`src/rtl/fcrv_defs.svh`:
```
// Offsets, field positions, codes and counts of the floppy command sequencer
`ifndef FCRV_DEFS_SVH
`define FCRV_DEFS_SVH

// Register byte offsets
`define FCRV_OFF_DATA      8'h00
`define FCRV_OFF_STATUS    8'h04
`define FCRV_OFF_IRQ_STAT  8'h08
`define FCRV_OFF_IRQ_MASK  8'h0c
`define FCRV_OFF_CTRL      8'h10

// Status register bit positions
`define FCRV_ST_BUSY       0
`define FCRV_ST_EXEC       1
`define FCRV_ST_RESULT     2
`define FCRV_ST_WR_FULL    3

// Interrupt bits, same layout in status and mask
`define FCRV_IRQ_W         3
`define FCRV_IRQ_RESULT    0
`define FCRV_IRQ_INVALID   1
`define FCRV_IRQ_EXEC      2
`define FCRV_IRQ_RESET     3'h0

// Control register bit positions
`define FCRV_CTRL_ABORT    0

// Command byte decode: masked value compared against code; version code compared unmasked
`define FCRV_RDID_MASK     8'hbf
`define FCRV_RDID_CODE     8'h0a
`define FCRV_VERIFY_MASK   8'h1f
`define FCRV_VERIFY_CODE   8'h16
`define FCRV_WRITE_MASK    8'h3f
`define FCRV_WRITE_CODE    8'h05
`define FCRV_VERSION_CODE  8'h10

// Command byte flag positions
`define FCRV_B_MULTI_TRACK 7
`define FCRV_B_DOUBLE_DENS 6
`define FCRV_B_SKIP_DEL    5
// Select byte flag positions
`define FCRV_B_ENABLE_CNT  7
`define FCRV_B_HEAD        2

// Parameter byte counts and last result byte indices
`define FCRV_NPAR_RDID     4'h1
`define FCRV_NPAR_LONG     4'h8
`define FCRV_NRES_FULL     3'h6
`define FCRV_NRES_ONE      3'h0

// Fixed answers
`define FCRV_VERSION_ANS   8'h90
`define FCRV_INVALID_ANS   8'h80

`endif

```
`src/rtl/fcrv_pkg.sv`:
```
// Types shared by the floppy command sequencer and its surroundings
`default_nettype none
package fcrv_pkg;

   typedef enum logic [1:0] {
      FCRV_IDLE   = 2'b00,
      FCRV_PARAM  = 2'b01,
      FCRV_EXEC   = 2'b10,
      FCRV_RESULT = 2'b11
   } fcrv_state_t;

   typedef enum logic [1:0] {
      FCRV_OP_READID  = 2'b00,
      FCRV_OP_VERIFY  = 2'b01,
      FCRV_OP_VERSION = 2'b10,
      FCRV_OP_WRITE   = 2'b11
   } fcrv_op_t;

   typedef struct packed {
      fcrv_op_t    op;
      logic        multi_track_flag;
      logic        double_density_flag;
      logic        skip_deleted_flag;
      logic        enable_count_flag;
      logic        head_select;
      logic        drive_select_hi;
      logic        drive_select_lo;
      logic [7:0]  cylinder;
      logic [7:0]  head;
      logic [7:0]  sector;
      logic [7:0]  size_code;
      logic [7:0]  final_sector_number;
      logic [7:0]  gap_length;
      logic [7:0]  data_length;
   } fcrv_req_t;

   typedef struct packed {
      logic [7:0]  result_status_zero;
      logic [7:0]  result_status_one;
      logic [7:0]  result_status_two;
      logic [7:0]  cylinder;
      logic [7:0]  head;
      logic [7:0]  sector;
      logic [7:0]  size_code;
   } fcrv_res_t;

endpackage
`default_nettype wire

```
`src/rtl/fcrv_top.sv`:
```
// Command, execution and result sequencer for four floppy commands
//
// Notes on behaviour
// (RULE1) Read ID: two bytes, capture first ID
// (RULE2) Read ID returns three status, then C,H,R,N
// (RULE3) Verify: flags, select, seven parameter bytes
// (RULE4) Verify moves no sector data at all
// (RULE5) Verify/write return status then final C,H,R,N
// (RULE6) Version byte 0x10 answers 0x90, no execution
// (RULE7) Write: flags, select, seven parameters, data in
// (RULE8) Host keeps byte order, drains all results
`timescale 1ns/10ps
`default_nettype none
`include "fcrv_defs.svh"

module fcrv_top (
   // Clock and reset
   input  wire logic              mclk,
   input  wire logic              rst_b,
   // APB slave
   input  wire logic              psel,
   input  wire logic              penable,
   input  wire logic              pwrite,
   input  wire logic [7:0]        paddr,
   input  wire logic [31:0]       pwdata,
   output logic                   pready,
   output logic [31:0]            prdata,
   output logic                   pslverr,
   // Interrupt
   output logic                   irq,
   // Execution request to the drive side
   output logic                   exec_start,
   output fcrv_pkg::fcrv_req_t    exec_req,
   input  wire logic              exec_done,
   input  wire fcrv_pkg::fcrv_res_t exec_res,
   // Write data stream toward the drive
   output logic                   wr_valid,
   output logic [7:0]             wr_byte,
   input  wire logic              wr_ready
);
   import fcrv_pkg::*;

   // Sequencer state
   fcrv_state_t           state_r;
   fcrv_op_t              op_r;
   // Stored command, parameter and result bytes
   logic [7:0]            cmd_r;
   logic [7:0]            par_r [0:7];
   logic [7:0]            res_r [0:6];
   logic [3:0]            par_cnt_r;
   logic [3:0]            par_need_r;
   logic [2:0]            res_idx_r;
   logic [2:0]            res_last_r;
   logic                  launched_r;
   logic [`FCRV_IRQ_W-1:0] irq_stat_r;
   logic [`FCRV_IRQ_W-1:0] irq_mask_r;
   // Interrupt state and events
   logic [`FCRV_IRQ_W-1:0] irq_ev;
   logic [`FCRV_IRQ_W-1:0] irq_clr;
   logic [`FCRV_IRQ_W-1:0] irq_stat_nxt;

   // Bus decode
   logic                  access;
   logic                  wr_fire;
   logic                  rd_fire;
   logic                  hit_data;
   logic                  hit_status;
   logic                  hit_istat;
   logic                  hit_imask;
   logic                  hit_ctrl;
   logic                  mapped;
   logic                  data_wr;
   logic                  data_rd;
   logic                  abort;
   logic [31:0]           rd_mux;

   // Command decode
   logic [7:0]            cmd_in;
   logic                  is_rdid;
   logic                  is_verify;
   logic                  is_write;
   logic                  is_version;
   logic                  res_enter;
   logic                  exec_finish;
   fcrv_req_t             req_nxt;
   logic                  launch;
   logic [31:0]           status_word;

   // APB decode; a transfer completes at the edge that sees pready high
   assign access     = psel & penable;
   assign wr_fire    = access & pready & pwrite;
   assign rd_fire    = access & pready & ~pwrite;
   assign hit_data   = (paddr == `FCRV_OFF_DATA);
   assign hit_status = (paddr == `FCRV_OFF_STATUS);
   assign hit_istat  = (paddr == `FCRV_OFF_IRQ_STAT);
   assign hit_imask  = (paddr == `FCRV_OFF_IRQ_MASK);
   assign hit_ctrl   = (paddr == `FCRV_OFF_CTRL);
   assign mapped     = hit_data | hit_status | hit_istat | hit_imask |
                       hit_ctrl;
   assign data_wr    = wr_fire & hit_data;
   assign data_rd    = rd_fire & hit_data;
   assign abort      = wr_fire & hit_ctrl & pwdata[`FCRV_CTRL_ABORT];

   // Command byte decode
   assign cmd_in     = pwdata[7:0];
   assign is_rdid    = (cmd_in & `FCRV_RDID_MASK) == `FCRV_RDID_CODE;  // RULE1
   assign is_verify  = (cmd_in & `FCRV_VERIFY_MASK) == `FCRV_VERIFY_CODE; // RULE3
   assign is_write   = (cmd_in & `FCRV_WRITE_MASK) == `FCRV_WRITE_CODE; // RULE7
   assign is_version = (cmd_in == `FCRV_VERSION_CODE);                 // RULE6

   // Result phase opens on a short command or on execution end
   assign exec_finish = (state_r == FCRV_EXEC) & launched_r & exec_done;
   assign launch      = (state_r == FCRV_EXEC) & ~launched_r & ~abort;
   assign res_enter   = ((state_r == FCRV_IDLE) & data_wr &
                         ~is_rdid & ~is_verify & ~is_write) |
                        exec_finish;

   // Status word: phase flags and stream backpressure
   always_comb begin
      status_word                        = 32'h0000_0000;
      status_word[`FCRV_ST_BUSY]    = (state_r != FCRV_IDLE);
      status_word[`FCRV_ST_EXEC]    = (state_r == FCRV_EXEC);
      status_word[`FCRV_ST_RESULT]  = (state_r == FCRV_RESULT);
      status_word[`FCRV_ST_WR_FULL] = wr_valid;
   end

   always_comb begin
      rd_mux = 32'h0000_0000;
      if (hit_data && state_r == FCRV_RESULT) begin
         rd_mux = {24'h00_0000, res_r[res_idx_r]};
      end else if (hit_status) begin
         rd_mux = status_word;
      end else if (hit_istat) begin
         rd_mux[`FCRV_IRQ_W-1:0] = irq_stat_r;
      end else if (hit_imask) begin
         rd_mux[`FCRV_IRQ_W-1:0] = irq_mask_r;
      end
   end

   // One wait state: pready rises the cycle after the access phase opens
   always_ff @(posedge mclk or negedge rst_b) begin
      if (!rst_b) begin
         pready  <= 1'b0;
         prdata  <= 32'h0000_0000;
         pslverr <= 1'b0;
      end else begin
         pready  <= access & ~pready;
         // Error flag stands with pready only, never longer
         pslverr <= access & ~pready & ~mapped;
         // Read data captured a cycle early; stands with pready
         if (access && !pready) begin
            prdata <= pwrite ? 32'h0000_0000 : rd_mux;
         end
      end
   end

   // Request built from the stored command and parameter bytes
   // Read ID carries only the density flag and selects; the rest stays zero
   always_comb begin
      req_nxt                     = '0;
      req_nxt.op                  = op_r;
      req_nxt.double_density_flag = cmd_r[`FCRV_B_DOUBLE_DENS]; // RULE1
      req_nxt.head_select         = par_r[0][`FCRV_B_HEAD];
      req_nxt.drive_select_hi     = par_r[0][1];
      req_nxt.drive_select_lo     = par_r[0][0];
      if (op_r != FCRV_OP_READID) begin
         req_nxt.multi_track_flag    = cmd_r[`FCRV_B_MULTI_TRACK]; // RULE7
         req_nxt.cylinder            = par_r[1];
         req_nxt.head                = par_r[2];
         req_nxt.sector              = par_r[3];
         req_nxt.size_code           = par_r[4];
         req_nxt.final_sector_number = par_r[5];
         req_nxt.gap_length          = par_r[6];
         req_nxt.data_length         = par_r[7];
      end
      if (op_r == FCRV_OP_VERIFY) begin
         req_nxt.skip_deleted_flag = cmd_r[`FCRV_B_SKIP_DEL];    // RULE3
         req_nxt.enable_count_flag = par_r[0][`FCRV_B_ENABLE_CNT]; // RULE3
      end
   end

   // Launch pulse and request; request holds until the next launch
   always_ff @(posedge mclk or negedge rst_b) begin
      if (!rst_b) begin
         exec_start <= 1'b0;
         exec_req   <= '0;
      end else begin
         exec_start <= launch;
         if (launch) begin
            exec_req <= req_nxt;
         end
      end
   end

   // Command, parameter, execution and result sequencing
   always_ff @(posedge mclk or negedge rst_b) begin
      if (!rst_b) begin
         state_r    <= FCRV_IDLE;
         op_r       <= FCRV_OP_READID;
         cmd_r      <= 8'h00;
         par_cnt_r  <= 4'h0;
         par_need_r <= 4'h0;
         res_idx_r  <= 3'h0;
         res_last_r <= 3'h0;
         launched_r <= 1'b0;
         for (int i = 0; i < 8; i++) begin
            par_r[i] <= 8'h00;
         end
         for (int i = 0; i < 7; i++) begin
            res_r[i] <= 8'h00;
         end
      end else begin
         if (abort) begin
            state_r    <= FCRV_IDLE;
            launched_r <= 1'b0;
         end else begin
            case (state_r)
               FCRV_IDLE: begin
                  // Command byte picks the operation and byte count
                  if (data_wr) begin
                     cmd_r     <= cmd_in;
                     par_cnt_r <= 4'h0;
                     res_idx_r <= 3'h0;
                     if (is_rdid) begin
                        op_r       <= FCRV_OP_READID;
                        par_need_r <= `FCRV_NPAR_RDID;   // RULE1
                        state_r    <= FCRV_PARAM;
                     end else if (is_verify) begin
                        op_r       <= FCRV_OP_VERIFY;
                        par_need_r <= `FCRV_NPAR_LONG;   // RULE3
                        state_r    <= FCRV_PARAM;
                     end else if (is_write) begin
                        op_r       <= FCRV_OP_WRITE;
                        par_need_r <= `FCRV_NPAR_LONG;   // RULE7
                        state_r    <= FCRV_PARAM;
                     end else if (is_version) begin
                        op_r       <= FCRV_OP_VERSION;
                        res_r[0]   <= `FCRV_VERSION_ANS; // RULE6
                        res_last_r <= `FCRV_NRES_ONE;
                        state_r    <= FCRV_RESULT;
                     end else begin
                        // Unknown code: single invalid status byte
                        res_r[0]   <= `FCRV_INVALID_ANS;
                        res_last_r <= `FCRV_NRES_ONE;
                        state_r    <= FCRV_RESULT;
                     end
                  end
               end

               FCRV_PARAM: begin
                  // Bytes land in arrival order; host keeps that order
                  if (data_wr) begin                      // RULE8
                     par_r[par_cnt_r[2:0]] <= cmd_in;
                     par_cnt_r             <= par_cnt_r + 4'h1;
                     if (par_cnt_r + 4'h1 == par_need_r) begin
                        state_r    <= FCRV_EXEC;
                        launched_r <= 1'b0;
                     end
                  end
               end

               FCRV_EXEC: begin
                  // Launch one cycle late so the last byte is stored
                  if (!launched_r) begin
                     launched_r <= 1'b1;
                  end else if (exec_done) begin
                     launched_r <= 1'b0;
                     res_r[0]   <= exec_res.result_status_zero; // RULE2
                     res_r[1]   <= exec_res.result_status_one;  // RULE5
                     res_r[2]   <= exec_res.result_status_two;
                     res_r[3]   <= exec_res.cylinder;
                     res_r[4]   <= exec_res.head;
                     res_r[5]   <= exec_res.sector;
                     res_r[6]   <= exec_res.size_code;
                     res_last_r <= `FCRV_NRES_FULL;
                     res_idx_r  <= 3'h0;
                     state_r    <= FCRV_RESULT;
                  end
               end

               FCRV_RESULT: begin
                  // Next command only after the last byte is drained
                  if (data_rd) begin                      // RULE8
                     if (res_idx_r == res_last_r) begin
                        state_r <= FCRV_IDLE;
                     end else begin
                        res_idx_r <= res_idx_r + 3'h1;
                     end
                  end
               end

               default: begin
                  state_r <= FCRV_IDLE;
               end
            endcase
         end
      end
   end

   // Sector data for write only; verify and read ID never touch it
   // A byte written while the drive stalls is lost; host polls STATUS
   always_ff @(posedge mclk or negedge rst_b) begin
      if (!rst_b) begin
         wr_valid <= 1'b0;
         wr_byte  <= 8'h00;
      end else begin
         if (data_wr && state_r == FCRV_EXEC && launched_r &&
             op_r == FCRV_OP_WRITE && (!wr_valid || wr_ready)) begin
            wr_valid <= 1'b1;                             // RULE7
            wr_byte  <= cmd_in;
         end else if (wr_ready || abort || state_r != FCRV_EXEC) begin
            wr_valid <= 1'b0;                             // RULE4
         end
      end
   end

   // Interrupt events
   assign irq_ev[`FCRV_IRQ_RESULT]  = res_enter;
   assign irq_ev[`FCRV_IRQ_INVALID] = (state_r == FCRV_IDLE) & data_wr &
                                      ~is_rdid & ~is_verify & ~is_write &
                                      ~is_version;
   assign irq_ev[`FCRV_IRQ_EXEC]    = exec_start;

   // Per-bit sticky status; a new event beats a same-cycle clear
   for (genvar b = 0; b < `FCRV_IRQ_W; b++) begin : g_irq
      assign irq_clr[b]      = wr_fire & hit_istat & pwdata[b];
      assign irq_stat_nxt[b] = irq_ev[b] | (irq_stat_r[b] & ~irq_clr[b]);
   end

   always_ff @(posedge mclk or negedge rst_b) begin
      if (!rst_b) begin
         irq_stat_r <= `FCRV_IRQ_RESET;
         irq_mask_r <= `FCRV_IRQ_RESET;
         irq        <= 1'b0;
      end else begin
         irq_stat_r <= irq_stat_nxt;
         if (wr_fire && hit_imask) begin
            irq_mask_r <= pwdata[`FCRV_IRQ_W-1:0];
         end
         irq <= |(irq_stat_r & irq_mask_r);
      end
   end

endmodule
`default_nettype wire

```
`config.mk`:
```
export PLATFORM = sky130hd
export DESIGN_NAME = fcrv_top
export DESIGN_NICKNAME = d
export VERILOG_FILES = /design/src/rtl/fcrv_pkg.sv /design/src/rtl/fcrv_top.sv
export VERILOG_INCLUDE_DIRS = /design/src /design/src/rtl
export SDC_FILE = /design/constraint.sdc
export NUM_CORES = 1
export LEC_CHECK = 0
export CAP_MARGIN = 20
export CELL_PAD_IN_SITES_DETAIL_PLACEMENT = 0
export CELL_PAD_IN_SITES_GLOBAL_PLACEMENT = 1
export CORE_MARGIN = 1.5
export CORE_UTILIZATION = 49
export CTS_BUF_LIST = sky130_fd_sc_hd__clkbuf_8
export DETAILED_ROUTE_END_ITERATION = 16
export DONT_BUFFER_PORTS = 1
export GPL_TIMING_DRIVEN = 0
export PLACE_DENSITY_LB_ADDON = 0.12
export SKIP_CTS_REPAIR_TIMING = 1
export SLEW_MARGIN = 10
export SYNTH_ARGS = -nofsm -noshare
export SYNTH_HDL_FRONTEND = slang
export SYNTH_SLANG_ARGS = --single-unit
```
`constraint.sdc`:
```
create_clock -name mclk -period 2.75 [get_ports mclk]
set_input_delay 0.55 -clock mclk [delete_from_list [all_inputs] [get_ports mclk]]
set_output_delay 0.55 -clock mclk [all_outputs]
set_load 0.1 [all_outputs]
```
==> out/results.ini <==
[route]
postRouteWirelength_mm=24.28
final_antenna_net_count=0
drt_iter0_markers=375
post_drt_wl_per_cell_um=19.79
via_count=6604
firstDrtPassIters=5
drt-vias-per-instance=5.382
drc_errors=0

[sta]
slew_viol_final=0
hold_slack_ps=-267.4
finalHoldViolCount=226
slew_headroom=0.3242
worst_pin_slew_ps=1014
fin_skew_ps=16.92
finalCritPeriodShare=0.9641
min_period_ps=2651
fmax_mhz=377.2
setup_viol=0

[yosys]
synth_warnings=0
synth_flop_cell=dfrtp_1
synth_cell_types=67
synth_area_per_cell_um2=11.66
yosysTopAreaCell=dfrtp_1
yosys-top-cells-area=dfrtp_1 56%, mux2_2 11%, nand2_1 5.9%, o21ai_0 3.4%, mux2_1 2.7%
synth_most_common_cell=dfrtp_1
synth-edff-count=0
synth_cells=867
ys_seq_area_frac=0.5592
synth_area_um2=10110
yosys-top-cells-count=226 x dfrtp_1, 159 x nand2_1, 100 x mux2_2
synthArstFlopShare=1.000
ys_ff_latch=226
yosysTopAreaCellShare=0.5592

[worst_setup_path]
path_max_fanout=8
cp_top_family=simple AND/OR/NAND/NOR gates
cpPeakStageDelay_ps=630
crit_buf_inv=2
crit_top_cell=buf_4
crit_type=reg -> reg
cp.arrival_ps=3050
crit_chain=nand4_1 > buf_4 > buf_4 > nor3_2 > nand3b_2 > nor3b_4 > mux2_2
critPathRequiredTime_ps=3150
startpoint_type=flop
crit_slowest_cell=dfrtp_4
end_kind=flop

[floorplanning]
die_y_um=146.7
dieArea_um2=21510
io_pins=213
die_width_um=146.7
core_region_area_um2=20230
start_util=0.4998
rows=52

[place]
place.gp.congestion=0.8020
dp.cells=1160
dpl.hpwl_mm=17.05
placed_cell_area_um2=10540
port_buffers=0

[global_route]
grt_pass1_vias=7003
grt_overflow_total=0
grt_pass1_wl_mm=38.21
antenna_found_initial=0
grt_util_all_layers=0.2289
grt_max_degree=227

[cells_and_area]
final_cell_area_um2=11300
final_cells=1227
finalNetCount=1046
seq_area_um2=5659
final_core_util=0.5582
drive_gt1_frac=0.2466
multi_input_area_um2=4039
areaGrowthSynthToFinish_pct=11.69
n_fill_cell=1771
n_antenna_cell=0

[cts]
cts_tree=built
ctsHtreeMaxLevel=2
path_clk_slew_ps=60
clk_path_buf_depth=3
cts_root_buf=clkbuf_8
cts_buffers=40
cts_num_sinks=226
clk_latency_ps=530

[pwr]
leakage_uw=0.005324
irDropWorstVdd_mv=0.4954
power.total_uw=8978
p_per_area_nw_per_um2=794.8

[run]
drv_cap=0

[worst_hold_path]
hold_class=in -> async

[outcome]
violations=hold timing
status=finished with violations

==> cell type report <==
| cell class | instances | area share |
|---|---|---|
| buffer | 75 | 0.03999 |
| clock buffer | 45 | 0.05483 |
| multi-input combinational | 571 | 0.3576 |
| clock inverter | 18 | 0.007754 |
| sequential | 226 | 0.5010 |
| tap | 270 | 0.02991 |
| inverter | 17 | 0.005649 |
| timing repair buffer | 5 | 0.003323 |
==> metrics by stage <==
stage / setup TNS (ps) / worst slack, ps
2_1_floorplan: 0 / 98.54
3_3_place_gp: -32410 / -386.3
3_5_place_dp: -39490 / -494.4
4_1_cts: -42190 / -487.7
5_1_grt: -227.0 / -33.50
6_report: 0 / 98.68
==> report_power, final <==
| group | internal (uW) | switching (uW) |
|---|---|---|
| sequential | 3760 | 301 |
| clock | 1490 | 1310 |
| combinational | 891 | 1220 |
==> cell usage in the layout (no fill, tap or decap), types with 16 or more instances in the layout <==
| master | count |
|---|---|
| conb_1 | 24 |
| mux2_2 | 100 |
| clkbuf_8 | 45 |
| clkbuf_1 | 29 |
| a21oi_1 | 20 |
| inv_1 | 29 |
| o21ai_0 | 69 |
| buf_4 | 32 |
| dfrtp_1 | 225 |
| mux2i_1 | 16 |
| mux2_1 | 24 |
| nor2_1 | 27 |
| nand2_1 | 159 |
==> registers in the layout, indices dropped and copies added (netlist names), 3 cells and up <==
name	flops
cmd_r	3
exec_req	65
irq_mask_r	3
irq_stat_r	3
par_cnt_r	4
par_r	60
prdata	8
res_idx_r	3
res_r	56
wr_byte	8
==> metal layers <==
layer | part of all wire | up-vias | GRT usage | wire length, um
met2 | 0.50 | 228 | 0.3972 | 12120
met1 | 0.40 | 3253 | 0.2708 | 9744
met3 | 0.083 | 33 | 0.07938 | 2010
met5 | 0 | - | 0 | 0
li1 | - | 3090 | - | -
met4 | 0.017 | 0 | 0.05909 | 406
==> final timing paths <==
check | start | to | slack, ps | depth (start not counted)
max | pready | par_r[47] | 100 | 7
min | rst_b | par_need_r[0] | -270 | 0
max reg2reg | pready | par_r[47] | 100 | 7
min reg2reg | cmd_r[6] | cmd_r[6] | 480 | 2
min in group mclk | exec_res[51] | res_r[51] | 150 | 2
max in group asynchronous | rst_b | res_r[6] | 2800 | 0
==> cells by family (layout without fill, tap and decap cells) <==
logic type,count (synthesis),after routing,share of synthesized area
AND/OR/NAND/NOR,256,256,0.1217
flip-flops,226,226,0.5592
multiplexers,153,153,0.1791
AO/OA/AOI/OAI,128,128,0.07720
buffers and inverters,93,160,0.05110
adder cells (fa/ha/maj),7,7,0.008660
XOR/XNOR,3,3,0.002599
other,1,24,0.0003708
(Power assumes the default switching activity.)
